## config.mk

```make
export PLATFORM = sky130hd
export DESIGN_NAME = apd_decoder
export DESIGN_NICKNAME = d
export VERILOG_FILES = /design/src/hdl/apd_io_decode.v /design/src/hdl/apd_decoder.v
export VERILOG_INCLUDE_DIRS = /design/src /design/src/hdl
export SDC_FILE = /design/constraint.sdc
export NUM_CORES = 1
export LEC_CHECK = 0
export BUFFER_PORTS_ARGS = -buffer_cell sky130_fd_sc_hd__buf_4
export CAP_MARGIN = 20
export CORE_MARGIN = 3
export CORE_UTILIZATION = 43
export CTS_BUF_LIST = sky130_fd_sc_hd__clkbuf_4
export DETAILED_ROUTE_END_ITERATION = 7
export PLACE_DENSITY = 0.88
export SETUP_SLACK_MARGIN = 0.2
export SYNTH_ARGS = -nofsm -noshare
export SYNTH_HDL_FRONTEND = slang
export SYNTH_SLANG_ARGS = --single-unit
```

## constraint.sdc

```tcl
create_clock -name mclk_i -period 0.8 [get_ports mclk_i]
set_input_delay 0.16 -clock mclk_i [delete_from_list [all_inputs] [get_ports mclk_i]]
set_output_delay 0.16 -clock mclk_i [all_outputs]
set_load 0.01 [all_outputs]
```

## src/hdl/apd_defines.vh

```
// Constants for the address page and I/O port decoder
`ifndef APD_DEFINES_VH
`define APD_DEFINES_VH

// ----------------------------------------------------------------
// Memory pages: upper six address bits, 1024-byte pages
// ----------------------------------------------------------------
`define APD_PAGE_BITS      6
`define APD_PAGE_OFS_BITS  10
`define APD_PAGE_ROM0      6'h30
`define APD_PAGE_ROM1      6'h31
`define APD_PAGE_SYSRAM    6'h32
`define APD_PAGE_DISP      6'h33

// ----------------------------------------------------------------
// I/O ports: upper eight address bits
// ----------------------------------------------------------------
`define APD_PORT_SER_STAT  8'hF8
`define APD_PORT_SER_DATA  8'hF9
`define APD_PORT_TAPE_STAT 8'hFA
`define APD_PORT_TAPE_DATA 8'hFB
`define APD_PORT_KEY_STAT  8'hFC
`define APD_PORT_KEY_DATA  8'hFD
`define APD_PORT_PAR       8'hFE
`define APD_PORT_SENSE     8'hFF
`define APD_PORT_BITS      8

// ----------------------------------------------------------------
// Data input multiplexer select codes
// ----------------------------------------------------------------
`define APD_MUX_KEY        2'h0
`define APD_MUX_PAR        2'h1
`define APD_MUX_BIDIR      2'h2
`define APD_MUX_INT        2'h3

// ----------------------------------------------------------------
// Reset values
// ----------------------------------------------------------------
`define APD_PAR_OUT_RST    8'h00
`define APD_DATA_RST       8'h00
`define APD_DISP_ADDR_RST  10'h000

`endif

```

## src/hdl/apd_io_decode.v

```verilog
// I/O port decoder: upper address byte to one-hot port strobes
`timescale 1ns/1ps
`include "apd_defines.vh"

module apd_io_decode (
    input  wire [7:0] port_i,
    input  wire       io_rd_i,
    input  wire       io_wr_i,
    output wire       ser_stat_rd_o,
    output wire       ser_data_rd_o,
    output wire       ser_data_wr_o,
    output wire       tape_stat_rd_o,
    output wire       tape_data_rd_o,
    output wire       tape_data_wr_o,
    output wire       key_stat_rd_o,
    output wire       key_data_rd_o,
    output wire       par_rd_o,
    output wire       par_wr_o,
    output wire       sense_rd_o
);

    // ----------------------------------------------------------------
    // Port compare
    // ----------------------------------------------------------------
    wire hit_ser_stat  = (port_i == `APD_PORT_SER_STAT);
    wire hit_ser_data  = (port_i == `APD_PORT_SER_DATA);
    wire hit_tape_stat = (port_i == `APD_PORT_TAPE_STAT);
    wire hit_tape_data = (port_i == `APD_PORT_TAPE_DATA);
    wire hit_key_stat  = (port_i == `APD_PORT_KEY_STAT);
    wire hit_key_data  = (port_i == `APD_PORT_KEY_DATA);
    wire hit_par       = (port_i == `APD_PORT_PAR);
    wire hit_sense     = (port_i == `APD_PORT_SENSE);

    // Each UART sees only its own strobes
    assign ser_stat_rd_o  = io_rd_i & hit_ser_stat;
    assign ser_data_rd_o  = io_rd_i & hit_ser_data;
    assign ser_data_wr_o  = io_wr_i & hit_ser_data;
    assign tape_stat_rd_o = io_rd_i & hit_tape_stat;
    assign tape_data_rd_o = io_rd_i & hit_tape_data;
    assign tape_data_wr_o = io_wr_i & hit_tape_data;
    assign key_stat_rd_o  = io_rd_i & hit_key_stat;
    assign key_data_rd_o  = io_rd_i & hit_key_data;
    assign par_rd_o       = io_rd_i & hit_par;
    assign par_wr_o       = io_wr_i & hit_par;
    assign sense_rd_o     = io_rd_i & hit_sense;

endmodule

```

## src/hdl/apd_decoder.v

```verilog
// Address page and I/O port decoder with data input steering
//
// How it works
// - Internal memory is four contiguous 1024-byte pages; one select at most.
// - C000 to C3FF selects the first program ROM page.
// - C400 to C7FF selects the second program ROM page.
// - C800 to CBFF selects the system RAM page.
// - CC00 to CFFF selects the display RAM page.
// - Page selects come only from the top six address bits.
// - I/O strobes and the bidirectional bus enable come from top eight bits; internal bus enable and memory-read mux select from top six.
// - Display RAM is two-port; a CPU access beats a refresh fetch.
// - ROM and system RAM reads use internal bus; display reads do not.
// - Writes to both RAMs take data from the bidirectional bus.
// - Parallel output latches the bidirectional bus on its strobe and holds.
// - Parallel input lines feed one mux input directly, no latch.
// - Keyboard data has its own mux input; ready flag uses internal bus.
// - Sense strobe drives the eight switch bits onto the bidirectional bus.
// - Each UART is enabled only by its own strobes; status via internal bus.
// - Serial status strobe makes the serial UART drive status internally.
// - Reading received serial data switches the mux to the internal bus.
// - CPU input mux chooses keyboard, parallel, bidirectional or internal bus.
`timescale 1ns/1ps
`include "apd_defines.vh"

module apd_decoder #(
    parameter ADDR_W = 16,
    parameter DATA_W = 8
) (
    input  wire              mclk_i,
    input  wire              rst_b_i,
    input  wire              ce_i,
    input  wire [ADDR_W-1:0] addr_i,
    input  wire              mem_rd_i,
    input  wire              mem_wr_i,
    input  wire              io_rd_i,
    input  wire              io_wr_i,
    input  wire [DATA_W-1:0] bidir_bus_i,
    input  wire [DATA_W-1:0] int_bus_i,
    input  wire [DATA_W-1:0] key_lines_i,
    input  wire [DATA_W-1:0] par_in_lines_i,
    input  wire [DATA_W-1:0] sense_sw_i,
    input  wire              vid_fetch_i,
    input  wire [9:0]        vid_addr_i,
    output reg               rom0_sel_o,
    output reg               rom1_sel_o,
    output reg               sysram_sel_o,
    output reg               disp_sel_o,
    output reg               int_bus_en_o,
    output reg               sysram_we_o,
    output reg               disp_we_o,
    output reg  [DATA_W-1:0] ram_wdata_o,
    output reg               disp_cpu_grant_o,
    output reg               disp_vid_grant_o,
    output reg  [9:0]        disp_addr_o,
    output reg               ser_stat_rd_o,
    output reg               ser_data_rd_o,
    output reg               ser_data_wr_o,
    output reg               tape_stat_rd_o,
    output reg               tape_data_rd_o,
    output reg               tape_data_wr_o,
    output reg               key_stat_rd_o,
    output reg  [DATA_W-1:0] uart_wdata_o,
    output reg  [DATA_W-1:0] par_out_port_o,
    output reg  [DATA_W-1:0] bidir_bus_o,
    output reg               bidir_bus_oe_o,
    output reg  [1:0]        mux_sel_o,
    output reg  [DATA_W-1:0] cpu_data_o,
    output reg               ext_access_o
);

    // ----------------------------------------------------------------
    // Helpers
    // ----------------------------------------------------------------
    function page_hit;
        input [ADDR_W-1:0] a;
        input [5:0]        code;
        begin
            page_hit = (a[ADDR_W-1:ADDR_W-`APD_PAGE_BITS] == code);
        end
    endfunction

    function [DATA_W-1:0] mux_pick;
        input [1:0]        sel;
        input [DATA_W-1:0] k;
        input [DATA_W-1:0] p;
        input [DATA_W-1:0] b;
        input [DATA_W-1:0] n;
        begin
            case (sel)
                `APD_MUX_KEY:   mux_pick = k;
                `APD_MUX_PAR:   mux_pick = p;
                `APD_MUX_BIDIR: mux_pick = b;
                `APD_MUX_INT:   mux_pick = n;
                default:        mux_pick = b;
            endcase
        end
    endfunction

    // ----------------------------------------------------------------
    // I/O port decode
    // ----------------------------------------------------------------
    wire io_ser_stat_rd;
    wire io_ser_data_rd;
    wire io_ser_data_wr;
    wire io_tape_stat_rd;
    wire io_tape_data_rd;
    wire io_tape_data_wr;
    wire io_key_stat_rd;
    wire io_key_data_rd;
    wire io_par_rd;
    wire io_par_wr;
    wire io_sense_rd;

    apd_io_decode u_io_decode (
        .port_i         (addr_i[ADDR_W-1:ADDR_W-`APD_PORT_BITS]),
        .io_rd_i        (io_rd_i),
        .io_wr_i        (io_wr_i),
        .ser_stat_rd_o  (io_ser_stat_rd),
        .ser_data_rd_o  (io_ser_data_rd),
        .ser_data_wr_o  (io_ser_data_wr),
        .tape_stat_rd_o (io_tape_stat_rd),
        .tape_data_rd_o (io_tape_data_rd),
        .tape_data_wr_o (io_tape_data_wr),
        .key_stat_rd_o  (io_key_stat_rd),
        .key_data_rd_o  (io_key_data_rd),
        .par_rd_o       (io_par_rd),
        .par_wr_o       (io_par_wr),
        .sense_rd_o     (io_sense_rd)
    );

    // ----------------------------------------------------------------
    // Next-state decode
    // ----------------------------------------------------------------
    reg              mem_cyc;
    reg              rom0_next;
    reg              rom1_next;
    reg              sysram_next;
    reg              disp_next;
    reg              int_rd_next;
    reg              io_any_next;
    reg              cpu_disp_next;
    reg              vid_disp_next;
    reg  [9:0]       disp_addr_next;
    reg  [1:0]       mux_next;
    reg  [DATA_W-1:0] par_out_next;
    reg              int_hit;
    reg              ext_next;
    reg              sysram_we_next;
    reg              disp_we_next;

    always @* begin
        mem_cyc     = mem_rd_i | mem_wr_i;
        // Pages are disjoint compares, so at most one select fires
        rom0_next   = mem_cyc & page_hit(addr_i, `APD_PAGE_ROM0);
        rom1_next   = mem_cyc & page_hit(addr_i, `APD_PAGE_ROM1);
        sysram_next = mem_cyc & page_hit(addr_i, `APD_PAGE_SYSRAM);
        disp_next   = mem_cyc & page_hit(addr_i, `APD_PAGE_DISP);

        // Display RAM is not on the internal bus
        int_hit     = rom0_next | rom1_next | sysram_next;
        int_rd_next = mem_rd_i & int_hit;

        // Both RAMs write from the bidirectional bus
        sysram_we_next = mem_wr_i & sysram_next;
        disp_we_next   = mem_wr_i & disp_next;

        io_any_next = io_ser_stat_rd | io_ser_data_rd | io_ser_data_wr |
                      io_tape_stat_rd | io_tape_data_rd | io_tape_data_wr |
                      io_key_stat_rd | io_key_data_rd | io_par_rd |
                      io_par_wr | io_sense_rd;

        // Nothing internal claimed the cycle: leave it to the backplane
        ext_next = (mem_cyc & ~(int_hit | disp_next)) |
                   ((io_rd_i | io_wr_i) & ~io_any_next);

        // CPU side of the display RAM wins over refresh
        cpu_disp_next = disp_next;
        vid_disp_next = vid_fetch_i & ~disp_next;
        if (disp_next) begin
            disp_addr_next = addr_i[`APD_PAGE_OFS_BITS-1:0];
        end else begin
            disp_addr_next = vid_addr_i;
        end

        // Default is the bidirectional bus: external memory and I/O,
        // display RAM and the sense switches all arrive there
        mux_next = `APD_MUX_BIDIR;
        if (int_rd_next) begin
            mux_next = `APD_MUX_INT;
        end else if (io_ser_stat_rd | io_tape_stat_rd | io_key_stat_rd) begin
            mux_next = `APD_MUX_INT;
        end else if (io_ser_data_rd | io_tape_data_rd) begin
            mux_next = `APD_MUX_INT;
        end else if (io_key_data_rd) begin
            mux_next = `APD_MUX_KEY;
        end else if (io_par_rd) begin
            mux_next = `APD_MUX_PAR;
        end

        // Latch holds until the next parallel write
        if (io_par_wr) begin
            par_out_next = bidir_bus_i;
        end else begin
            par_out_next = par_out_port_o;
        end
    end

    // ----------------------------------------------------------------
    // Memory page outputs
    // ----------------------------------------------------------------
    // Everything is registered, so the board sees each select one
    // clock after the address; the CPU wait logic must allow for it.
    always @(posedge mclk_i or negedge rst_b_i) begin
        if (!rst_b_i) begin
            rom0_sel_o       <= 1'b0;
            rom1_sel_o       <= 1'b0;
            sysram_sel_o     <= 1'b0;
            disp_sel_o       <= 1'b0;
            int_bus_en_o     <= 1'b0;
            sysram_we_o      <= 1'b0;
            disp_we_o        <= 1'b0;
            ram_wdata_o      <= `APD_DATA_RST;
            ext_access_o     <= 1'b0;
        end else if (ce_i) begin
            rom0_sel_o       <= rom0_next;
            rom1_sel_o       <= rom1_next;
            sysram_sel_o     <= sysram_next;
            disp_sel_o       <= disp_next;
            int_bus_en_o     <= int_rd_next;
            sysram_we_o      <= sysram_we_next;
            disp_we_o        <= disp_we_next;
            ram_wdata_o      <= bidir_bus_i;
            ext_access_o     <= ext_next;
        end
    end

    // ----------------------------------------------------------------
    // Display port outputs
    // ----------------------------------------------------------------
    // Refresh loses the port only in cycles the CPU really uses
    always @(posedge mclk_i or negedge rst_b_i) begin
        if (!rst_b_i) begin
            disp_cpu_grant_o <= 1'b0;
            disp_vid_grant_o <= 1'b0;
            disp_addr_o      <= `APD_DISP_ADDR_RST;
        end else if (ce_i) begin
            disp_cpu_grant_o <= cpu_disp_next;
            disp_vid_grant_o <= vid_disp_next;
            disp_addr_o      <= disp_addr_next;
        end
    end

    // ----------------------------------------------------------------
    // I/O strobe outputs
    // ----------------------------------------------------------------
    // Load data follows the bus every cycle; only the strobe qualifies it
    always @(posedge mclk_i or negedge rst_b_i) begin
        if (!rst_b_i) begin
            ser_stat_rd_o    <= 1'b0;
            ser_data_rd_o    <= 1'b0;
            ser_data_wr_o    <= 1'b0;
            tape_stat_rd_o   <= 1'b0;
            tape_data_rd_o   <= 1'b0;
            tape_data_wr_o   <= 1'b0;
            key_stat_rd_o    <= 1'b0;
            uart_wdata_o     <= `APD_DATA_RST;
            par_out_port_o   <= `APD_PAR_OUT_RST;
        end else if (ce_i) begin
            ser_stat_rd_o    <= io_ser_stat_rd;
            ser_data_rd_o    <= io_ser_data_rd;
            // Transmit order is software's job; strobe only loads data
            ser_data_wr_o    <= io_ser_data_wr;
            tape_stat_rd_o   <= io_tape_stat_rd;
            tape_data_rd_o   <= io_tape_data_rd;
            tape_data_wr_o   <= io_tape_data_wr;
            key_stat_rd_o    <= io_key_stat_rd;
            uart_wdata_o     <= bidir_bus_i;
            par_out_port_o   <= par_out_next;
        end
    end

    // ----------------------------------------------------------------
    // CPU data outputs
    // ----------------------------------------------------------------
    // Switches own the bidirectional bus only during a sense read;
    // at all other times the enable stays low so nothing fights it.
    always @(posedge mclk_i or negedge rst_b_i) begin
        if (!rst_b_i) begin
            bidir_bus_o      <= `APD_DATA_RST;
            bidir_bus_oe_o   <= 1'b0;
            mux_sel_o        <= `APD_MUX_BIDIR;
            cpu_data_o       <= `APD_DATA_RST;
        end else if (ce_i) begin
            bidir_bus_o      <= sense_sw_i;
            bidir_bus_oe_o   <= io_sense_rd;
            mux_sel_o        <= mux_next;
            cpu_data_o       <= mux_pick(mux_next, key_lines_i, par_in_lines_i,
                                         bidir_bus_i, int_bus_i);
        end
    end

endmodule

```

==> flow_summary_export.csv <==
group,metric,value,unit
status,status,"complete, but fails checks",
status,failed_checks,"hold timing, setup timing",
cts,cts_buffer_depth,2,
worst_setup_path,critPathMaxFanout,6,
yosys,ys.flop_type,"dfrtp_1",
timing,setup_viol,126,
layout,finalInstanceArea,5904,sq um
power,clkPwrFrac,26.7,%
yosys,syn_nets,334,
die,die_w,89.48,um
power,internal_power,0.005542,W
cts,cts_tree,"built",
detailed_routing,drt_pass1_iterations,5,
layout,fill_cells,224,
die,core.rowCount,29,
yosys,synth_top_area_share,50.10,%
power,ir_worst_vdd,1.192,mV
die,ios,144,
min_path,holdCritPathClass,"input port to asynchronous set/reset pin",
cts,cts.clk_slew.worst_paths,0.11,ns
detailed_routing,vias,3494,
die,dieHeight,89.48,um
timing,post-route-period-util,169.1,%
layout,register_area,1528,sq um
timing,fin_crit,1.353,ns
yosys,yosysUniqueCellTypes,48,
power,power.switching,0.002371,W
timing,slew-limit-headroom,64.51,%
detailed_routing,postRouteAntennaNets,0,
power,seq_power_share,43.9,%
grt,grt_pass1_wl,18070,um
grt,grt_max_degree,33,
power,switching_share,29.97,%
timing,rsz0062_at_grt,"true",
detailed_routing,wl_per_cell,24.75,um
placed_design,port_buffers,143,
worst_setup_path,worst_setup_path_end_kind,"register",
layout,instances_no_fill,600,
cts,worst_skew_pair.late_latency,0.41,ns
yosys,synthTopCellsByArea,"dfrtp_1 (50%), mux2_2 (7.1%), mux2_4 (4.0%)",
grt,overflow,0,
timing,slew_violations,0,
cts,clockRootBuffer,"clkbuf_4",
timing,hold_viol,67,
grt,grt_pass1_vias,3460,
power,p_comb_share,29.4,%
worst_setup_path,r2r-start,"par_out_port_o[0]$_DFFE_PN0P_",
layout,multi_input_area,1630,sq um
grt,antenna_found_initial,0,
die,dieArea,8007,sq um
worst_setup_path,startpoint_type,"input port",
worst_setup_path,path_class,"input port to register",
yosys,ys_warn_count,0,
placed_design,dp.cells,516,
detailed_routing,drtIter0Drc,278,
layout,drive_gt1_share,69.03,%
detailed_routing,drc,0,
grt,grt_usage,30.73,%
worst_setup_path,startpoint,"addr_i[12]",
yosys,async_flop_share,100.0,%
layout,diodes,0,
timing,layout_setup_ws,-0.5528,ns
yosys,synth_edf_count,0,
cts,cts_max_level,3,
yosys,yosysTopAreaCell,"dfrtp_1",
die,core-area,6568,sq um
detailed_routing,drt_wl_total,14850,um
power,power.density,1340,nW/um^2
placed_design,post_dp_cell_area,4533,sq um
timing,clock_skew,0,ns
placed_design,gp_congestion,0.8011,
timing,fmax,739.2,MHz
cts,clock-sinks,61,
die,initial_core_util,45.63,%
worst_setup_path,arrival,1.64,ns
layout,fin_nets,577,
detailed_routing,routed_via_density,5.823,
timing,tightest_slew,0.5250,ns
worst_setup_path,crit_required,1.09,ns
cts,cts-buffers-inserted,9,
yosys,synth_seq_cells,61,
power,leakage,2.782,nW
yosys,avgSynthCellArea,11.53,sq um
run,maxCapViolCount,0,
yosys,seq_area_frac_synth,50.98,%
layout,final_common_cell,"buf_4",
layout,syn_to_final_growth,97.04,%
placed_design,hpwl,7341,um
yosys,syn_area,2997,sq um
layout,layout_common_cells,"buf_4 (126), buf_6 (119), dfrtp_1 (60)",
yosys,synthCells,260,
timing,whs,-0.3987,ns
power by group through the flow:
stage	sequential [W]	combinational, W	clock (W)
final	0.00347	0.00232	0.00212
after global routing	0.00349	0.00242	0.00228
after detailed placement	0.00346	0.00162	0
after floorplan	0.00355	0.000636	0
after CTS	0.00344	0.00199	0.00206
after global placement	0.00345	0.00158	0
final timing paths:
check | slack, ns | end | cells past startpoint
hold / removal | -0.40 | disp_addr_o[0]$_DFFE_PN0P_ | 1
setup / recovery | -0.55 | disp_addr_o[9]$_DFFE_PN0P_ | 7
min in group mclk_i | -0.03 | bidir_bus_o[4]$_DFFE_PN0P_ | 2
setup reg to reg | -0.24 | par_out_port_o[0]$_DFFE_PN0P_ | 3
hold reg to reg | 0.52 | mux_sel_o[1]$_DFFE_PN1P_ | 2
max in group asynchronous | 0.73 | bidir_bus_o[3]$_DFFE_PN0P_ | 2
area by class of cell:
type | instances | share of cell area, %
timing repair buffer | 256 | 42.06
multi-input combinational | 170 | 27.61
tap | 93 | 1.971
sequential | 61 | 25.87
clock buffer | 9 | 1.144
inverter | 5 | 0.4026
clock inverter | 6 | 0.9324
layer usage:
metal  wire length [um]  track usage (%)  up-vias  part of all wire, %
met2               7528            54.05      267                   51
met4                770            14.48        0                  5.2
met3               1173            7.926       71                  7.9
li1                   -                -     1441                    -
met1               5378            34.65     1715                   36
met5                  0                0        -                    0
per-stage QoR:
stage / worst slack (ns) / TNS (ns) / total power (W) / utilization, %
after floorplan: -0.6513 / -16.60 / 0.004187 / -
after global placement: -0.6838 / -27.04 / 0.005026 / 69.02
after detailed placement: -0.7127 / -28.59 / 0.005084 / 69.02
after CTS: -0.4394 / -30.07 / 0.007484 / 83.84
after global routing: -0.4921 / -37.88 / 0.008192 / 89.90
final: -0.5528 / -35.15 / 0.007913 / 89.90
cell families after synthesis:
kind of cell	Yosys count	share of synthesized area [%]
simple gates	69	13.99
compound gates	62	14.15
flops	61	50.98
mux	38	14.82
buf+inv	29	5.761
xor+xnor	1	0.2923
repair_timing:
action                     4_1_cts  5_1_grt
setup endpoints to repair      131      131
pin swaps                       22       16
setup buffers                   39       28
resized for setup              133       45
gates cloned                     1        1
hold endpoints to repair        80       73
flip-flops by register name, indices dropped and copies added (netlist names), 2 cells and up:
signal          count
disp_addr_o        10
uart_wdata_o        8
par_out_port_o      8
cpu_data_o          8
bidir_bus_o         8
mux_sel_o           2
critical path, cell delays in order:
cell and delay (ns):
buf_8 0.10, nand4bb_4 0.24, buf_6 0.16, nor3_4 0.28, buf_12 0.17, mux2i_1 0.37, a21oi_1 0.14
Yosys cell counts (7+ instances only):
| cell type | instances |
|---|---|
| dfrtp_1 | 60 |
| buf_4 | 10 |
| mux2_2 | 19 |
| nand2b_1 | 7 |
| nor2_1 | 17 |
| o2bb2ai_1 | 10 |
| mux2_4 | 8 |
| nand2_1 | 7 |
| mux2i_1 | 11 |
| nand3_1 | 11 |
| clkbuf_1 | 7 |
| o22ai_1 | 9 |
| a31oi_1 | 8 |
| a21oi_1 | 11 |
(Power assumes the default switching activity.)
